===== config.mk =====
export PLATFORM = sky130hd
export DESIGN_NAME = pis_sequencer
export DESIGN_NICKNAME = d
export VERILOG_FILES = /design/src/common/pis_pkg.sv /design/src/logic/pis_sequencer.sv
export SDC_FILE = /design/constraint.sdc
export NUM_CORES = 1
export LEC_CHECK = 0
export ABC_AREA = 1
export BUFFER_PORTS_ARGS = -buffer_cell sky130_fd_sc_hd__buf_2
export CAP_MARGIN = 10
export CELL_PAD_IN_SITES_DETAIL_PLACEMENT = 1
export CELL_PAD_IN_SITES_GLOBAL_PLACEMENT = 2
export CORE_AREA = 8 8 256 258
export CTS_CLUSTER_DIAMETER = 50
export DETAILED_ROUTE_END_ITERATION = 8
export DIE_AREA = 0 0 264 266
export GPL_TIMING_DRIVEN = 0
export HOLD_SLACK_MARGIN = 0.12
export PLACE_DENSITY = 0.95
export SLEW_MARGIN = 20
export SYNTH_ARGS = -nofsm -noshare
export SYNTH_HDL_FRONTEND = slang
export SYNTH_SLANG_ARGS = --single-unit
export TNS_END_PERCENT = 20

===== constraint.sdc =====
create_clock -name i_clk -period 6.95 [get_ports i_clk]
set_input_delay 1.39 -clock i_clk [delete_from_list [all_inputs] [get_ports i_clk]]
set_output_delay 1.39 -clock i_clk [all_outputs]
set_load 0.005 [all_outputs]

===== src/common/pis_pkg.sv =====
package pis_pkg;
   // status / interrupt / index bit
   localparam int SB_TFL = 6;
   localparam logic [2:0] IRQ_LVL = 3'h5;
   localparam int IDX_BIT = 5;
   // psr flag positions
   localparam int PSR_EQ = 0;
   localparam int PSR_LO = 1;
   localparam int PSR_HI = 2;
   localparam int PSR_CY = 3;
   // opcodes, bit 5 set selects indexed form
   localparam logic [7:0] OP_MVC = 8'h00, OP_ZAZ = 8'h01, OP_ALC = 8'h02, OP_SLC = 8'h03;
   localparam logic [7:0] OP_AZ = 8'h04, OP_SZ = 8'h05, OP_ITC = 8'h06, OP_MVX = 8'h07;
   localparam logic [7:0] OP_ED = 8'h08, OP_CLC = 8'h09;
   localparam logic [7:0] OP_L = 8'h40, OP_A = 8'h41, OP_S = 8'h42, OP_TBN = 8'h43;
   localparam logic [7:0] OP_TBF = 8'h44, OP_CLI = 8'h45, OP_SRC = 8'h46, OP_SLI = 8'h47;
   localparam logic [7:0] OP_SBN = 8'h48, OP_SBF = 8'h49, OP_MVI = 8'h4a;
   localparam logic [7:0] OP_BR = 8'hc0, OP_LA = 8'hc1, OP_LPMR = 8'hc2, OP_SVC = 8'hc3;
   // instruction lengths in bytes
   localparam logic [2:0] LEN_TWO = 3'h6, LEN_ONE = 3'h4, LEN_CTL = 3'h5;
   // task save / load last byte index (four saved, three loaded)
   localparam logic [1:0] SAVE_LAST = 2'h3, LOAD_LAST = 2'h2;
   typedef enum logic [9:0] {
      S_ALT = 10'h001, S_FST = 10'h002, S_IF = 10'h004, S_DEC = 10'h008, S_RD2 = 10'h010,
      S_RD1 = 10'h020, S_EXE = 10'h040, S_WR = 10'h080, S_SAVE = 10'h100, S_LOAD = 10'h200
   } pis_st_t;
   typedef enum logic [6:0] {
      M_IDLE = 7'h01, M_ROW = 7'h02, M_COL = 7'h04, M_SEL = 7'h08,
      M_DATA = 7'h10, M_HOLD = 7'h20, M_REL = 7'h40
   } pis_mst_t;
endpackage : pis_pkg


===== src/logic/pis_sequencer.sv =====
`timescale 1ns/10ps
// Notes on behaviour
// - write cycle: row address and strobe, then column and strobe, then write select.
// - after address latch, write data is driven and latched into storage.
// - address and select drop only after the write data was latched.
// - an instruction fetch starts only while run permit is active and instructions remain.
// - fetch start leaves alternate mode; status byte bit 6 starts a task load.
// - instruction address is translated to a real address for the fetch read.
// - instruction address steps for each byte, ending past the instruction.
// - two-address forms load indexed operand addresses into both operand registers.
// - move and zero-add read operand two only, write result to operand one.
// - arithmetic, insert, move-hex, edit read operand two then one, write one.
// - length byte counts operand bytes; move-hex ignores it; shift-right uses it.
// - compare-characters reads both operands, sets status, writes nothing.
// - one-address forms load indexed address; most read operand one.
// - only subtract, set-bits, move-immediate, shift-right write operand one back.
// - one-address forms may update status and the local register stack.
// - control forms other than supervisor call finish in decode right after the fetch, with no operand access.
// - branch on status-mask match saves address to recall, loads target.
// - load-address and load-mode take their value from the instruction.
// - supervisor call or bad opcode stores third byte in recall slot, then saves.
// - supervisor call or bad opcode raises a level 5 interrupt request.
// - alternate mode holds until run permit, then a new fetch starts.
// - read: gate after address latch; storage data held until release.
// - task save writes from the area's end toward lower addresses.
module pis_sequencer import pis_pkg::*; (
   // clock and reset
   input wire logic i_clk,
   input wire logic i_srst,
   // control service processor side
   input wire logic i_run_permit_n,
   input wire logic i_more_instr,
   input wire logic [7:0] i_status_byte2,
   input wire logic [15:0] i_xlate_base,
   input wire logic [15:0] i_index_value,
   input wire logic [15:0] i_save_end,
   input wire logic [15:0] i_load_end,
   output logic o_alt_mode,
   output logic o_irq5_req,
   output logic [2:0] o_irq_level,
   // program state
   output logic [15:0] o_iar,
   output logic [15:0] o_arr,
   output logic [7:0] o_psr,
   output logic [7:0] o_pmr,
   output logic [7:0] o_recall_slot,
   output logic [7:0] o_lsr_acc,
   output logic [15:0] o_lsr_xr,
   // main storage
   output logic [7:0] o_ms_addr,
   output logic o_ras_n,
   output logic o_cas_n,
   output logic o_rw_sel,
   output logic o_dout_gate_n,
   output logic [7:0] o_ms_wdata,
   output logic o_ms_wdata_oe_n,
   input wire logic [7:0] i_ms_rdata
);
   function automatic logic [15:0] real_a(input logic [15:0] a, input logic [15:0] b);
      return a + b;
   endfunction : real_a
   function automatic logic is_two(input logic [7:0] b);
      return b[7:6] == 2'b00 && b <= OP_CLC;
   endfunction : is_two
   function automatic logic is_one(input logic [7:0] b);
      return b[7:6] == 2'b01 && b <= OP_MVI;
   endfunction : is_one
   function automatic logic [2:0] ilen(input logic [7:0] o);
      logic [7:0] b;
      b = o & ~8'h20;
      return is_two(b) ? LEN_TWO : (is_one(b) ? LEN_ONE : LEN_CTL);
   endfunction : ilen
   function automatic logic [2:0] cmp(input logic [7:0] a, input logic [7:0] b);
      return {a > b, a < b, a == b};
   endfunction : cmp
   // {carry, result}; subtract, set-bits and move-immediate take the immediate from q
   function automatic logic [8:0] alu(input logic [7:0] op, input logic [7:0] a,
         input logic [7:0] b, input logic [7:0] q, input logic c);
      case (op)
         OP_ALC, OP_AZ, OP_A: return {1'b0, a} + {1'b0, b} + {8'h00, c};
         OP_SLC, OP_SZ: return {1'b0, a} - {1'b0, b} - {8'h00, c};
         OP_S: return {1'b0, a} - {1'b0, q};
         OP_MVX: return {1'b0, a[7:4], b[3:0]};
         OP_MVC, OP_ZAZ, OP_ITC, OP_ED: return {1'b0, b};
         OP_SBN: return {1'b0, a | q};
         OP_SBF: return {1'b0, a & ~q};
         OP_MVI: return {1'b0, q};
         OP_SRC: return {a[0], c, a[7:1]};
         default: return {1'b0, a};
      endcase
   endfunction : alu

   pis_st_t st_r, st_nxt;
   pis_mst_t m_r, m_nxt;
   logic [15:0] iar_r, iar_nxt, arr_r, arr_nxt, op1_r, op1_nxt, op2_r, op2_nxt;
   logic [15:0] xr_r, xr_nxt, maddr_r, maddr_nxt;
   logic [7:0] psr_r, psr_nxt, pmr_r, pmr_nxt, rcl_r, rcl_nxt, acc_r, acc_nxt;
   logic [7:0] cnt_r, cnt_nxt, o2v_r, o2v_nxt, o1v_r, o1v_nxt, rdat_r, rdat_nxt;
   logic [7:0] mwd_r, mwd_nxt;
   logic [7:0] ib_r [6];
   logic [7:0] ib_nxt [6];
   logic [2:0] bidx_r, bidx_nxt;
   logic [1:0] sidx_r, sidx_nxt;
   logic mwr_r, mwr_nxt, cy_r, cy_nxt, irq_r, irq_nxt;
   logic mdone, mreq, rq_w, adv;
   logic [15:0] rq_a, ixv;
   logic [7:0] rq_d, base, q, a2;
   logic [8:0] r;
   logic [2:0] f;

   assign mdone = m_r == M_REL;
   assign base = ib_r[0] & ~8'h20;
   assign q = ib_r[1];
   // strobes decode straight from the registered cycle state
   assign o_ras_n = !(m_r inside {M_ROW, M_COL, M_SEL, M_DATA, M_HOLD});
   assign o_cas_n = !(m_r inside {M_COL, M_SEL, M_DATA, M_HOLD});
   assign o_ms_addr = (m_r == M_ROW) ? maddr_r[15:8] : (o_cas_n ? 8'h00 : maddr_r[7:0]);
   assign o_rw_sel = mwr_r && (m_r inside {M_SEL, M_DATA, M_HOLD});
   assign o_ms_wdata_oe_n = !(mwr_r && (m_r inside {M_DATA, M_HOLD}));
   assign o_dout_gate_n = !(!mwr_r && (m_r inside {M_DATA, M_HOLD, M_REL}));
   assign o_ms_wdata = mwd_r;
   assign o_alt_mode = st_r == S_ALT;
   assign o_irq5_req = irq_r;
   assign o_irq_level = irq_r ? IRQ_LVL : 3'h0;
   assign o_iar = iar_r;
   assign o_arr = arr_r;
   assign o_psr = psr_r;
   assign o_pmr = pmr_r;
   assign o_recall_slot = rcl_r;
   assign o_lsr_acc = acc_r;
   assign o_lsr_xr = xr_r;

   always_comb begin
      st_nxt = st_r; m_nxt = m_r; iar_nxt = iar_r; arr_nxt = arr_r;
      op1_nxt = op1_r; op2_nxt = op2_r; xr_nxt = xr_r; maddr_nxt = maddr_r;
      psr_nxt = psr_r; pmr_nxt = pmr_r; rcl_nxt = rcl_r; acc_nxt = acc_r;
      cnt_nxt = cnt_r; o2v_nxt = o2v_r; o1v_nxt = o1v_r; rdat_nxt = rdat_r;
      mwd_nxt = mwd_r; ib_nxt = ib_r; bidx_nxt = bidx_r; sidx_nxt = sidx_r;
      mwr_nxt = mwr_r; cy_nxt = cy_r; irq_nxt = 1'b0;
      mreq = 1'b0; rq_w = 1'b0; rq_a = 16'h0000; rq_d = 8'h00; adv = 1'b0;
      ixv = ib_r[0][IDX_BIT] ? i_index_value : 16'h0000;
      a2 = is_two(base) ? o2v_r : acc_r;
      r = alu(base, o1v_r, a2, q, cy_r);
      f = 3'h0;
      // storage cycle: row, column, select, data/gate, latch, release
      case (m_r)
         M_ROW: m_nxt = M_COL;
         M_COL: m_nxt = M_SEL;
         M_SEL: m_nxt = M_DATA;
         M_DATA: m_nxt = M_HOLD;
         M_HOLD: m_nxt = M_REL;
         default: m_nxt = M_IDLE;
      endcase
      if (m_r == M_HOLD && !mwr_r) rdat_nxt = i_ms_rdata;
      case (st_r)
         S_ALT: if (!i_run_permit_n) st_nxt = S_FST;
         S_FST: begin
            if (i_run_permit_n) begin
               st_nxt = S_ALT;
            end else if (i_more_instr) begin
               mreq = 1'b1;
               if (i_status_byte2[SB_TFL]) begin
                  st_nxt = S_LOAD;
                  sidx_nxt = 2'h0;
                  rq_a = i_load_end;
               end else begin
                  st_nxt = S_IF;
                  bidx_nxt = 3'h0;
                  rq_a = real_a(iar_r, i_xlate_base);
               end
            end
         end
         S_IF: if (mdone) begin
            ib_nxt[bidx_r] = rdat_r;
            iar_nxt = iar_r + 16'h0001;
            if (3'(bidx_r + 3'h1) == ilen(bidx_r == 3'h0 ? rdat_r : ib_r[0])) begin
               st_nxt = S_DEC;
            end else begin
               bidx_nxt = 3'(bidx_r + 3'h1);
               mreq = 1'b1;
               rq_a = real_a(iar_nxt, i_xlate_base);
            end
         end
         S_DEC: begin
            cy_nxt = 1'b0;
            st_nxt = S_FST;
            if (is_two(base)) begin
               op1_nxt = {ib_r[2], ib_r[3]} + ixv;
               op2_nxt = {ib_r[4], ib_r[5]} + ixv;
               cnt_nxt = (base == OP_MVX) ? 8'h00 : q;
               mreq = 1'b1;
               rq_a = real_a(op2_nxt, i_xlate_base);
               st_nxt = S_RD2;
            end else if (is_one(base)) begin
               op1_nxt = {ib_r[2], ib_r[3]} + ixv;
               cnt_nxt = (base == OP_SRC) ? q : 8'h00;
               if (base == OP_MVI) begin
                  st_nxt = S_EXE;
               end else begin
                  mreq = 1'b1;
                  rq_a = real_a(op1_nxt, i_xlate_base);
                  st_nxt = S_RD1;
               end
            end else if (base == OP_BR) begin
               if (|(psr_r & q)) begin
                  arr_nxt = iar_r;
                  iar_nxt = {ib_r[3], ib_r[4]};
               end
               // mismatch falls through to the next sequential fetch
            end else if (base == OP_LA) begin
               xr_nxt = {ib_r[3], ib_r[4]};
            end else if (base == OP_LPMR) begin
               pmr_nxt = ib_r[2];
            end else begin
               rcl_nxt = ib_r[2];
               irq_nxt = 1'b1;
               sidx_nxt = 2'h0;
               mreq = 1'b1;
               rq_w = 1'b1;
               rq_a = i_save_end;
               rq_d = ib_r[2];
               st_nxt = S_SAVE;
            end
         end
         S_RD2: if (mdone) begin
            o2v_nxt = rdat_r;
            if (base == OP_MVC || base == OP_ZAZ) begin
               st_nxt = S_EXE;
            end else begin
               mreq = 1'b1;
               rq_a = real_a(op1_r, i_xlate_base);
               st_nxt = S_RD1;
            end
         end
         S_RD1: if (mdone) begin
            o1v_nxt = rdat_r;
            st_nxt = S_EXE;
         end
         S_EXE: begin
            cy_nxt = r[8];
            if (base == OP_CLC) f = cmp(o1v_r, o2v_r);
            else if (base == OP_CLI) f = cmp(o1v_r, q);
            else if (base == OP_TBN) f = {2'b00, (o1v_r & q) == q};
            else if (base == OP_TBF) f = {2'b00, (o1v_r & q) == 8'h00};
            else f = {2'b00, r[7:0] == 8'h00};
            if (!(base inside {OP_MVC, OP_ITC, OP_MVX, OP_MVI, OP_L, OP_SLI}))
               psr_nxt = {4'h0, r[8], f};
            if (base == OP_L || base == OP_A) acc_nxt = r[7:0];
            if ((is_two(base) && base != OP_CLC) ||
                  (base inside {OP_S, OP_SBN, OP_SBF, OP_MVI, OP_SRC})) begin
               mreq = 1'b1;
               rq_w = 1'b1;
               rq_a = real_a(op1_r, i_xlate_base);
               rq_d = r[7:0];
               st_nxt = S_WR;
            end else begin
               adv = 1'b1;
            end
         end
         S_WR: if (mdone) adv = 1'b1;
         S_SAVE: if (mdone) begin
            if (sidx_r == SAVE_LAST) begin
               st_nxt = S_ALT;
            end else begin
               sidx_nxt = 2'(sidx_r + 2'h1);
               mreq = 1'b1;
               rq_w = 1'b1;
               rq_a = i_save_end - {14'h0000, sidx_nxt};
               case (sidx_nxt)
                  2'h1: rq_d = psr_r;
                  2'h2: rq_d = iar_r[7:0];
                  default: rq_d = iar_r[15:8];
               endcase
            end
         end
         S_LOAD: if (mdone) begin
            case (sidx_r)
               2'h0: psr_nxt = rdat_r;
               2'h1: iar_nxt[7:0] = rdat_r;
               default: iar_nxt[15:8] = rdat_r;
            endcase
            mreq = 1'b1;
            if (sidx_r == LOAD_LAST) begin
               st_nxt = S_IF;
               bidx_nxt = 3'h0;
               rq_a = real_a(iar_nxt, i_xlate_base);
            end else begin
               sidx_nxt = 2'(sidx_r + 2'h1);
               rq_a = i_load_end - {14'h0000, sidx_nxt};
            end
         end
         default: st_nxt = S_ALT;
      endcase
      // next operand byte, rightmost first
      if (adv) begin
         if (cnt_r == 8'h00) begin
            st_nxt = S_FST;
         end else begin
            cnt_nxt = cnt_r - 8'h01;
            op1_nxt = op1_r - 16'h0001;
            op2_nxt = op2_r - 16'h0001;
            mreq = 1'b1;
            rq_a = real_a(is_two(base) ? op2_nxt : op1_nxt, i_xlate_base);
            st_nxt = is_two(base) ? S_RD2 : S_RD1;
         end
      end
      // a new cycle may overlap only the release of the previous one
      if (mreq) begin
         m_nxt = M_ROW;
         maddr_nxt = rq_a;
         mwr_nxt = rq_w;
         mwd_nxt = rq_d;
      end
   end

   always_ff @(posedge i_clk) begin
      if (i_srst) begin
         st_r <= S_ALT; m_r <= M_IDLE; iar_r <= '0; arr_r <= '0; op1_r <= '0; op2_r <= '0;
         xr_r <= '0; maddr_r <= '0; psr_r <= '0; pmr_r <= '0; rcl_r <= '0; acc_r <= '0;
         cnt_r <= '0; o2v_r <= '0; o1v_r <= '0; rdat_r <= '0; mwd_r <= '0;
         ib_r <= '{default: 8'h00}; bidx_r <= '0; sidx_r <= '0;
         mwr_r <= 1'b0; cy_r <= 1'b0; irq_r <= 1'b0;
      end else begin
         st_r <= st_nxt; m_r <= m_nxt; iar_r <= iar_nxt; arr_r <= arr_nxt; op1_r <= op1_nxt;
         op2_r <= op2_nxt; xr_r <= xr_nxt; maddr_r <= maddr_nxt; psr_r <= psr_nxt;
         pmr_r <= pmr_nxt; rcl_r <= rcl_nxt; acc_r <= acc_nxt; cnt_r <= cnt_nxt;
         o2v_r <= o2v_nxt; o1v_r <= o1v_nxt; rdat_r <= rdat_nxt; mwd_r <= mwd_nxt;
         ib_r <= ib_nxt; bidx_r <= bidx_nxt; sidx_r <= sidx_nxt;
         mwr_r <= mwr_nxt; cy_r <= cy_nxt; irq_r <= irq_nxt;
      end
   end
endmodule : pis_sequencer


* After elaboration in Yosys (flattened, before gate mapping)
Index checks and enable logic that the tools add are counted.
Word-level totals: flip-flop bits (word level) 241, input bits 84, output and inout port bits 106, word-level logic and storage cells 367
Cells by class: $add $sub $neg 22, magnitude comparators 10, equal/unequal tests 83, multiplexer cells 153, bitwise logic cells 12, reductions and logical operators 58
Operators with widths (count):
- 16-bit two-way mux | 37
- 8-bit two-way mux | 29
- 10-bit two-way mux | 16
- 16-bit adder | 9
- 16-bit case mux with 7 select lines | 1
- 10-bit case mux with 10 select lines | 1
- 7-bit by 6-bit equality test with 1-bit output (second input constant) | 12
- 9-bit case mux with 9 select lines | 1
- 48-bit bitwise mux | 1
- 16-bit case mux with 3 select lines | 1
- 2-bit inequality test (second input constant) | 20
- 7-bit by 3-bit equality test with 1-bit output (second input constant) | 5
- 7-bit case mux with 5 select lines | 1
- 8-bit logical NOT | 4
- 8-bit case mux with 2 select lines | 2
- 16-bit by 1-bit subtractor with 16-bit output (second input constant) | 2
- 16-bit by 2-bit subtractor with 16-bit output | 2
- 3-bit two-way mux | 10
- 7-bit equality test (second input constant) | 4
- 2-bit two-way mux | 14
- 9-bit two-way mux | 3
- 3-bit inequality test (second input constant) | 9
- 8-bit AND | 3
- 8-bit demux with 3-bit select | 1
- 71 further kinds | 150

* Logic depth before layout (Yosys ltp)
Gate-level depths: netlist of the first run.
depth in word-level cells 13, gate-level depth with buffers 28, mapped depth without buffers 28

* Least setup slack after synthesis of the first run
No wires, ideal clock.
kind in2reg, start point in i_index_value[0], end point reg maddr_r[14], library setup time 0.119 ns, arrival time 4.534 ns, data required time 6.831 ns, setup slack 2.298 ns, cell stages on the path 24, buffers on the path 0, path through nand2_1 -> inv_1 -> ha_1 -> fa_1 -> a21oi_1 -> o21ai_0 -> a21oi_1 -> o21bai_1 -> a21boi_0 -> o21ai_0 -> nand2_1 -> nand2_1 -> xor2_1 -> ha_1 -> nand2_1 -> nor2_1 -> nand2_1 -> o21ai_0 -> xnor2_1 -> a21oi_1 -> nand2_1 -> nand4_1 -> o21ai_0 -> nand2_1
Between the ends: cells in the longest elaborated chain, start to end 9, elaborated cells on any way between the ends 11, those cells by class 4 x add/sub; 7 x mux
Ends and longest elaborated chain:
- start: declaration | RTL line pis_sequencer.sv:35 | input wire logic [15:0] i_index_value,
- 16-bit two-way mux (*) | RTL line pis_sequencer.sv:141 | ixv = ib_r[0][IDX_BIT] ? i_index_value : 16'h0000;
- 16-bit adder | RTL line pis_sequencer.sv:195 | op1_nxt = {ib_r[2], ib_r[3]} + ixv;
- 16-bit adder | RTL line pis_sequencer.sv:60 | return a + b;
- 16-bit two-way mux | RTL line pis_sequencer.sv:197 | if (base == OP_MVI) begin
- 16-bit two-way mux | RTL line pis_sequencer.sv:194 | end else if (is_one(base)) begin
- 16-bit two-way mux (*) | RTL line pis_sequencer.sv:187 | if (is_two(base)) begin
- 16-bit case mux with 7 select lines (*) | RTL line pis_sequencer.sv:155 | case (st_r)
- 16-bit two-way mux | RTL line pis_sequencer.sv:296 | if (cnt_r == 8'h00) begin
- 16-bit two-way mux (*) | RTL line pis_sequencer.sv:295 | if (adv) begin
- end signal: assignment | RTL line pis_sequencer.sv:325 | op2_r <= op2_nxt; xr_r <= xr_nxt; maddr_r <= maddr_nxt; psr_r <= psr_nxt;
- end: declaration | RTL line pis_sequencer.sv:96 | logic [15:0] xr_r, xr_nxt, maddr_r, maddr_nxt;
Every way passes the cells marked *; elsewhere a longest branch is shown, timed or not. A chain may end at the register's enable or synchronous reset.

* Worst setup path after layout of the first run
Same ends and word-level chain as after synthesis.

==> results of run 1 <==
registers in the layout, indices dropped and copies added (netlist names), 10 cells and up:
register  flops
ib_r         33
maddr_r      16
o_arr        16
o_iar        16
o_lsr_xr     16
op1_r        16
op2_r        16
st_r         10
power by group through the flow:
stage	logic (mW)	clock network (mW)	registers, mW
2_1_floorplan	0.477	0	1.46
3_3_place_gp	0.743	0	1.47
3_5_place_dp	0.754	0	1.47
4_1_cts	0.759	2.19	1.44
5_1_grt	0.836	2.25	1.44
6_report	0.778	2.18	1.44
metrics by stage:
stage / util, % / setup WS (ps) / cells / hold slack (ps) / power, mW
2_1_floorplan: - / 2298 / 3395 / 426.1 / 1.932
3_3_place_gp: 39.63 / 673.4 / 4364 / 432.5 / 2.212
3_5_place_dp: 39.63 / 685.4 / 4364 / 437.4 / 2.224
4_1_cts: 42.00 / 1272 / 4436 / 445.9 / 4.395
5_1_grt: 42.00 / 861.4 / 4436 / 470.2 / 4.533
6_report: 42.00 / 1206 / 4437 / 445.0 / 4.404
path summary, 6_finish.rpt:
| path | end | cells after the start | startpoint | slack, ps |
|---|---|---|---|---|
| worst max register to register | maddr_r[14]$_SDFFE_PP0P_ | 24 | ib_r[45]$_SDFFE_PP0P_ | 1330 |
| worst max-delay path | maddr_r[14]$_SDFFE_PP0P_ | 24 | i_index_value[0] | 1210 |
| worst min register to register | o_pmr[4]$_SDFFE_PP0P_ | 2 | o_pmr[4]$_SDFFE_PP0P_ | 450 |
| worst min-delay path | o_pmr[4]$_SDFFE_PP0P_ | 2 | o_pmr[4]$_SDFFE_PP0P_ | 450 |
placed cells by master (no fill, tap or decap), types with 6 or more instances in the layout:
master,count
nor4_1,14
xor2_1,91
a221oi_1,26
bufinv_16,7
mux2i_1,9
nor3_1,48
nand4_1,32
nand3_1,171
o21bai_1,11
nor3_2,10
o211ai_1,34
buf_6,6
nand2_1,655
buf_2,202
nand2_2,11
nand3b_1,12
o2111ai_1,10
a21boi_0,10
a21oi_1,351
a31oi_1,15
clkbuf_16,41
nor2_4,9
or2_2,15
fa_1,16
nor2_1,286
ha_1,212
a211oi_1,84
o22ai_1,19
xnor2_1,35
o21ai_0,284
nor2_2,12
buf_4,8
o21ai_1,19
inv_2,30
dfxtp_1,241
o221ai_1,13
inv_1,436
o21ai_2,7
clkbuf_1,61
worst reg2reg max path: cells and delay by family (launching register included):
kind	cells	cell delay, ps
compound gates	9	1830
buf+inv	3	630
simple gates	8	1010
flops	1	300
fa+ha+maj	3	1090
xor+xnor	1	660
metal layers:
layer | vias to the layer above | global-route usage (%) | part of all wire, %
li1 | 11960 | - | -
met1 | 12220 | 36.23 | 41
met2 | 1005 | 48.91 | 45
met3 | 286 | 5.149 | 6.8
met4 | 4 | 18.09 | 6.8
met5 | - | 0 | 0.026
layout make-up:
class                   count  area, um^2
inverters                 471        1775
clock inverters            25       379.1
multi-input cells        2587       15330
fillers                  8054       35530
diodes                      1       2.502
well taps                 790       988.4
clock buffers              47        1069
flip-flops and latches    241        4825
plain buffers              96       464.2
repair buffers            179       895.9
cells by family (layout without fill, tap and decap cells):
group | after synthesis | in the layout | share of synthesized area, %
flops | 241 | 241 | 21.55
buf+inv | 567 | 818 | 10.00
simple gates | 1300 | 1300 | 25.78
mux | 9 | 9 | 0.4023
compound gates | 923 | 923 | 24.05
xor+xnor | 126 | 126 | 4.928
fa+ha+maj | 228 | 228 | 13.28
other cells | 1 | 2 | 0.01675
==> impl_results.md, run 1 <==
- Maximum root-to-sink buffer count: 3
- Switch share: 31.52%
- Finished Cell Area: 25730 um^2
- DR vias: 25470
- Clock-pin slew on the worst setup and hold paths: 60 ps
- Die area: 70220 um^2
- Die width: 264 um
- Detailed Place HPWL: 89.94 mm
- Final period utilization: 82.65%
- Synth Instances: 3395
- Max stage delay cell, worst path: xor2_1
- Clock power share: 49.6%
- Clock tree sinks: 241
- Max Freq: 174.1 MHz
- PwrDens: 171.2 nW/um^2
- Leading area contributor after synthesis: dfxtp_1
- Buffers and inverters on the worst path: 3
- Kind of cell adding the most delay to the critical path: compound AO/OA/AOI/OAI gates
- Global Route Usage Sum: 29.77%
- Grt total ovfl: 0
- Post-Route WL: 109.0 mm
- CP startpoint kind: input port
- Warnings, synthesis: 0
- Largest net degree at the start of global routing: 14
- Vias per inst: 5.741
- Critical-path cell list: buf_2 -> nand2_1 -> inv_1 -> ha_1 -> inv_1 -> fa_1 -> o21ai_0 -> nand2_1 -> o211ai_1 -> nand3_1 -> and2_1 -> o21ai_0 -> xor2_1 -> ha_1 -> nand2_1 -> o21ai_0 -> a21oi_1 -> o21ai_0 -> o21ai_0 -> o211ai_1 -> nand2_1 -> nand4_1 -> o21ai_0 -> nand2_1
- Relative slew slack: 22.10%
- I/O Buffers: 179
- Synthesized area: 22390 um^2
- Final critical-path required period: 5744 ps
- Avg WL per Cell: 24.57 um
- Syn Nets: 3707
- Post-CTS resize count: 0
- Mean Syn Cell Area: 6.596 um^2
- I/O pins: 190
- Initial DRC count: 1836
- Synth async-reset ratio: 0%
- Count leader, synth: nand2_1
- Top_reg_cell synth: dfxtp_1
- Number of synthesized flops with an enable pin: 0
- Drt drc: 0
- Kind of critical path: in2reg
- Initial core utilization: 36.56%
- Area growth syn-to-layout: 14.89%
- Cell-internal power: 3.016 mW
- TritonCTS Buffers: 40
- Nets: 3928
- Setup Viol. Count Final: 0
- Post-synth cell types: 76
- Antenna violations before repair: 3
- Worst Tran Pin Value: 1160 ps
- Max FO, Critical Path: 4
- Antenna Violating Nets Remaining: 0
- CP Data Required Time: 7420 ps
- Placed Instance Area: 24280 um^2
- Htree depth: 2
- CTS tree: done
- Worst Hold Class: reg2reg
- Leakage Power: 11.96 nW
- Status: completed
- Share of the synthesized area in the top cell type: 21.55%
- RePlAce Congestion: 0.9983
- Net load switching power: 1.388 mW
- Drt first pass iters: 7
- Flops & latches, synth: 241
- Final Hold Fails: 0
- Post-synth top cells: nand2_1, inv_1, a21oi_1
- Max-cap violation count: 0
- Capturing element type of the critical path: flip-flop
- Flop pwr share: 32.7%
- VDD IR-drop max: 0.0001621 V
- Top cells by area, synth: dfxtp_1, ha_1, nand2_1
- Skew final: 43.81 ps
- Num rows: 91
- Hold_buf cts: 0
- Seq/Total Area, Yosys: 21.55%
- Die height: 266 um
- Slew Viols, Final: 0
- Worst-Skew Late Latency: 590 ps
- Root buffer cell: clkbuf_16
- Most used cell, CP: o21ai_0
- Vias in the first global route: 25330
- Worst EP arrival: 6210 ps
- First-pass GRT wire length: 160.3 mm
- Total core area: 61260 um^2
- Setup TNS: 0 ps
- Crit path largest cell delay: 660 ps
- Layout cells sized above 1: 11.11%
- RSZ-0062 raised after global routing: false
- Setup Buffers After CTS: 0
- Comb pwr share: 17.7%
Power figures use the tool's default switching activity.
==> run 2: changes to the inputs <==
CORE_AREA = 8 8 266 268   (was 8 8 256 258)
DIE_AREA = 0 0 274 276   (was 0 0 264 266)
PLACE_DENSITY = 0.93   (was 0.95)
clock period = 5.5 ns   (was 6.95 ns; I/O delays follow)
==> run 2 against run 1 <==
Clock skew is 17 ps lower. Core utilization is 3.4 points lower. Clock power is 15% higher. Critical path type unchanged. Largest power group unchanged.
==> impl_results.md, run 2 (same netlist as run 1, synthesis figures left out) <==
- Status: completed
- Total Power: 5.313 mW
- Maximum root-to-sink buffer count: 3
- Net load switching power: 1.744 mW
- Worst-Skew Late Latency: 580 ps
- Top sig layer: met5
- Post-Place Worst Slack: -611.0 ps
- Largest net degree at the start of global routing: 14
- Die width: 274 um
- Worst Hold Class: reg2reg
- Worst EP arrival: 5570 ps
- Fillers: 8726
- Most used cell, CP: nand2_1
- TritonCTS Buffers: 37
- I/O Buffers: 179
- Initial DRC count: 1930
- Die height: 276 um
- Worst Tran Pin Value: 1102 ps
- Max stage delay cell, worst path: fa_1
- Layout cells sized above 1: 11.13%
- Initial core utilization: 33.64%
- CTS tree: done
- Num rows: 95
- Reg-to-reg endpoint: maddr_r[14]$_SDFFE_PP0P_
- CP startpoint kind: input port
- Clock power share: 47.2%
- RePlAce Congestion: 0.9727
- Worst Hold End: o_pmr[5]$_SDFFE_PP0P_
- Vias in the first global route: 25610
- CP Data Required Time: 5940 ps
- Clock tree sinks: 241
- Antenna Violating Nets Remaining: 0
- Comb pwr share: 18.5%
- Worst R2R Path Depth: 23
- DR vias: 25460
- Drt first pass iters: 5
- Grt total ovfl: 0
- Kind of critical path: in2reg
- Max Freq: 194.7 MHz
- RSZ-0062 raised after global routing: false
- Drt drc: 0
- Avg WL per Cell: 24.52 um
- Wl on met1: 46.85 mm
- Slew Viols, Final: 0
- I/O pins: 190
- First-pass GRT wire length: 162.9 mm
- VDD IR-drop max: 0.0001855 V
- Capturing element type of the critical path: flip-flop
- PwrDens: 206.6 nW/um^2
- Skew final: 26.59 ps
- Final period utilization: 93.40%
- R2R Setup Slk: 450 ps
- Antenna violations before repair: 6
- Root buffer cell: clkbuf_16
- Fin cells: 4515
- Cell-internal power: 3.570 mW
- Global Route Usage Sum: 28.11%
- Min-delay src: o_pmr[5]$_SDFFE_PP0P_
- Most flops, register: ib_r
- Crit path largest cell delay: 440 ps
- Hold Crit Depth: 2
- Switch share: 32.82%
- Flop pwr share: 34.3%
- Most frequent cells in the layout: nand2_1, inv_1, a21oi_1
- Max reg flops: 33
- Die area: 75620 um^2
- Vias per inst: 5.639
- Htree depth: 2
- Commonest non-fill, non-tap cell in the layout: nand2_1
- Max FO, Critical Path: 4
- Critical R2R Launch: ib_r[16]$_SDFFE_PP0P_
- Met3 wire length: 6.771 mm
- Setup Viol. Count Final: 0
- Max-cap violation count: 0
- Final WS setup: 363.1 ps
- Total core area: 66560 um^2
- Nets: 3925
- Post-Route WL: 110.7 mm
- Final critical-path required period: 5137 ps
- Clock-pin slew on the worst setup and hold paths: 50 ps
- Dpl cells: 4447
- Met2 WL: 50.53 mm
- Relative slew slack: 25.95%
- Final Hold Fails: 0
- Leakage Power: 11.88 nW
- Detailed Place HPWL: 91.42 mm
- Area growth syn-to-layout: 14.83%
run 2: repair_timing:
action	in CTS	in global routing
buffers inserted	0	1
endpoints found under the setup margin	1	2
hold buffers	0	0
cloned	0	0
pin swaps	0	1
gates resized for setup	1	6
run 2: through the flow:
step                util [%]  area (um^2)  hold WS [ps]  setup TNS (ps)
floorplan                  -        22390         426.1               0
global placement       36.63        24380         433.3          -659.8
detailed placement     36.63        24380         447.2          -843.4
CTS                    38.58        25680         455.1               0
global route           38.63        25710         468.9               0
finish                 38.63        25710         447.7               0
run 2: cell type report:
cell class,instances,area [um^2],share of cell area (%)
diodes,2,5.005,0.01946
plain buffers,95,460.4,1.791
clock buffers,44,982.2,3.820
inverters,471,1775,6.905
flip-flops and latches,241,4826,18.77
well taps,873,1092,4.248
clock inverters,22,310.3,1.207
repair buffers,180,903.4,3.513
multi-input cells,2587,15360,59.73
run 2: layer usage:
layer / up-vias / GRT usage, %
met5: - / 0
met4: 4 / 14.77
met3: 266 / 4.351
met2: 862 / 45.71
met1: 12360 / 35.47
li1: 11960 / -
run 2: worst max path at each step:
| stage | startpoint | slack [ps] | to |
|---|---|---|---|
| after global placement | i_index_value[0] | -560 | maddr_r[14]$_SDFFE_PP0P_ |
| after global routing | i_index_value[0] | 100 | maddr_r[14]$_SDFFE_PP0P_ |
| after CTS | ib_r[45]$_SDFFE_PP0P_ | 50 | maddr_r[14]$_SDFFE_PP0P_ |
| after floorplan | i_index_value[0] | 1140 | maddr_r[14]$_SDFFE_PP0P_ |
| final | i_index_value[0] | 360 | maddr_r[14]$_SDFFE_PP0P_ |
| after detailed placement | i_index_value[0] | -610 | maddr_r[14]$_SDFFE_PP0P_ |
run 2: worst max-delay path: cells and delay by family:
| family | cells | cell delay, ps |
|---|---|---|
| compound gates | 11 | 1890 |
| buf+inv | 2 | 200 |
| xor+xnor | 2 | 620 |
| simple gates | 7 | 720 |
| fa+ha+maj | 3 | 1010 |
run 2: power by group through the flow:
stage                     Sequential (mW)  Clock (mW)  Combinational, mW
final                                1.82        2.51              0.981
after CTS                            1.82        2.52              0.959
after detailed placement             1.86           0              0.955
after global placement               1.86           0              0.944
after global routing                 1.82        2.60               1.06
after floorplan                      1.84           0              0.603
==> run 3: changes to the inputs <==
CORE_AREA = 2 2 260 262   (was 8 8 266 268)
DIE_AREA = 0 0 262 264   (was 0 0 274 276)
==> run 3 against run 2 <==
Global-route usage is 3.0 points higher. Clock power is 2% lower. Combinational power is 0.8% lower. Final area hardly changed. Setup slack worse by 85 ps. Clock skew is 9.2 ps higher. Clock-buffer cell count is 5 higher. Sequential cell count stayed put. Critical path type unchanged. Largest cell class unchanged.
==> impl_results.md, run 3 (same netlist as run 1, synthesis figures left out) <==
- First-pass GRT wire length: 161.1 mm
- Final period utilization: 94.95%
- Layout cells sized above 1: 11.22%
- Antenna violations before repair: 4
- Fin cells: 4518
- Dpl cells: 4447
- Final Hold Fails: 0
- Initial DRC count: 1899
- Clock-pin slew on the worst setup and hold paths: 50 ps
- Die height: 264 um
- Num rows: 95
- PwrDens: 204.6 nW/um^2
- R2R Setup Slk: 390 ps
- Worst R2R Path Depth: 25
- Vias in the first global route: 25140
- Capturing element type of the critical path: flip-flop
- Root buffer cell: clkbuf_16
- Worst-Skew Late Latency: 570 ps
- Register area: 4826 um^2
- Leakage Power: 11.89 nW
- Drt first pass iters: 5
- I/O Buffers: 179
- Area of the multi-input gates: 15360 um^2
- Setup Viol. Count Final: 0
- Nets: 3926
- RSZ-0062 raised after global routing: false
- Met3 wire length: 6.560 mm
- Met2 WL: 50.07 mm
- CTS tree: done
- Wl on met1: 47.21 mm
- I/O pins: 190
- Kind of critical path: in2reg
- Post-Route WL: 110.0 mm
- Initial core utilization: 33.64%
- Relative slew slack: 24.64%
- DR vias: 25330
- Reg-to-reg endpoint: maddr_r[14]$_SDFFE_PP0P_
- Status: completed
- RePlAce Congestion: 0.9907
- Worst Hold Class: reg2reg
- Antenna Violating Nets Remaining: 0
- CP startpoint kind: input port
- Max Freq: 191.5 MHz
- Maximum root-to-sink buffer count: 3
- VDD IR-drop max: 0.0001680 V
- Max reg flops: 33
- Die width: 262 um
- Fillers: 8779
- Total core area: 66560 um^2
- Final critical-path required period: 5222 ps
- Critical Path Source: i_index_value[0]
- Max FO, Critical Path: 4
- Critical R2R Launch: ib_r[45]$_SDFFE_PP0P_
- Skew final: 35.77 ps
- Critical Path End: maddr_r[14]$_SDFFE_PP0P_
- Grt total ovfl: 0
- CP Data Required Time: 5940 ps
- Htree depth: 2
- Largest net degree at the start of global routing: 14
- Die area: 69170 um^2
- Clock tree sinks: 241
- TritonCTS Buffers: 38
- Worst Tran Pin Value: 1130 ps
- Detailed Place HPWL: 90.48 mm
- Drt drc: 0
- Most flops, register: ib_r
- Worst EP arrival: 5660 ps
- Hold_buf cts: 0
- Vias per inst: 5.606
- Slew Viols, Final: 0
- Global Route Usage Sum: 31.15%
- Area growth syn-to-layout: 14.75%
- Avg WL per Cell: 24.34 um
- Total Power: 5.257 mW
- Most frequent cells in the layout: nand2_1, inv_1, a21oi_1
- Commonest non-fill, non-tap cell in the layout: nand2_1
- Max-cap violation count: 0
- Top sig layer: met5
[run 3: changes by cell type in the layout (fill, tap and decap cells not counted), sizes merged]
cell / delta
clkbuf: +5
bufinv: -3
clkinv: +2
diode: -1
[run 3: stage by stage]
| stage | setup slack (ps) | util [%] | hold WS [ps] | TNS [ps] | area [um^2] |
|---|---|---|---|---|---|
| after CTS | 36.77 | 38.57 | 447.5 | 0 | 25670 |
| after floorplan | 1138 | - | 426.1 | 0 | 22390 |
| after global placement | -600.4 | 36.63 | 435.4 | -675.5 | 24380 |
| after global routing | 67.05 | 38.60 | 475.0 | 0 | 25700 |
| final | 278.0 | 38.60 | 447.7 | 0 | 25700 |
| after detailed placement | -687.0 | 36.64 | 439.0 | -902.1 | 24390 |
[run 3: area by class of cell]
class	instances	share of cell area, %
diodes	1	0.009739
plain buffers	95	1.792
clock buffers	49	4.178
clock inverters	21	0.8034
inverters	471	6.909
multi-input cells	2587	59.76
flip-flops and latches	241	18.78
well taps	873	4.251
repair buffers	180	3.516
[run 3: per-layer routing]
metal / GRT usage, % / up-vias
met1: 39.90 / 12290
met5: 0 / -
met4: 15.64 / 4
li1: - / 11960
met2: 50.77 / 822
met3: 4.452 / 254
[run 3: worst min-delay path by stage]
stage	start	end	slack, ps	cells after the start
after floorplan	maddr_r[10]$_SDFFE_PP0P_	maddr_r[10]$_SDFFE_PP0P_	430	2
after global placement	o_pmr[7]$_SDFFE_PP0P_	o_pmr[7]$_SDFFE_PP0P_	440	2
after detailed placement	o_pmr[7]$_SDFFE_PP0P_	o_pmr[7]$_SDFFE_PP0P_	440	2
after CTS	o_pmr[7]$_SDFFE_PP0P_	o_pmr[7]$_SDFFE_PP0P_	450	2
after global routing	o_pmr[6]$_SDFFE_PP0P_	o_pmr[6]$_SDFFE_PP0P_	470	2
final	o_pmr[7]$_SDFFE_PP0P_	o_pmr[7]$_SDFFE_PP0P_	450	2
[run 3: repair_timing]
action	4_1_cts	5_1_grt
setup buffers	0	1
cloned	0	0
endpoints found under the setup margin	1	2
resized for setup	2	5
pin swaps	0	1
[run 3: worst max-delay path: stages]
cell and delay (ps):
buf_2 80, nand2_1 40, inv_1 150, ha_1 220
inv_1 70, fa_1 440, o21ai_1 290, nand2_1 90
o211ai_1 160, nand3_1 120, and2_1 180, o21ai_0 400
xor2_2 120, buf_4 190, ha_1 350, nand2_1 100
nor2_1 140, nand2_1 60, o21ai_0 260, a21oi_1 110
o21ai_0 100, o211ai_1 130, nand2_1 110, nand4_1 140
o21ai_1 400, nand2_1 90
[run 3: power breakdown]
group          switching, mW  total, mW  internal [mW]  leakage, nW
sequential            0.0514       1.83           1.77         1.94
clock                   1.00       2.46           1.46        0.623
combinational          0.680      0.973          0.293         9.33
total                   1.73       5.26           3.52         11.9
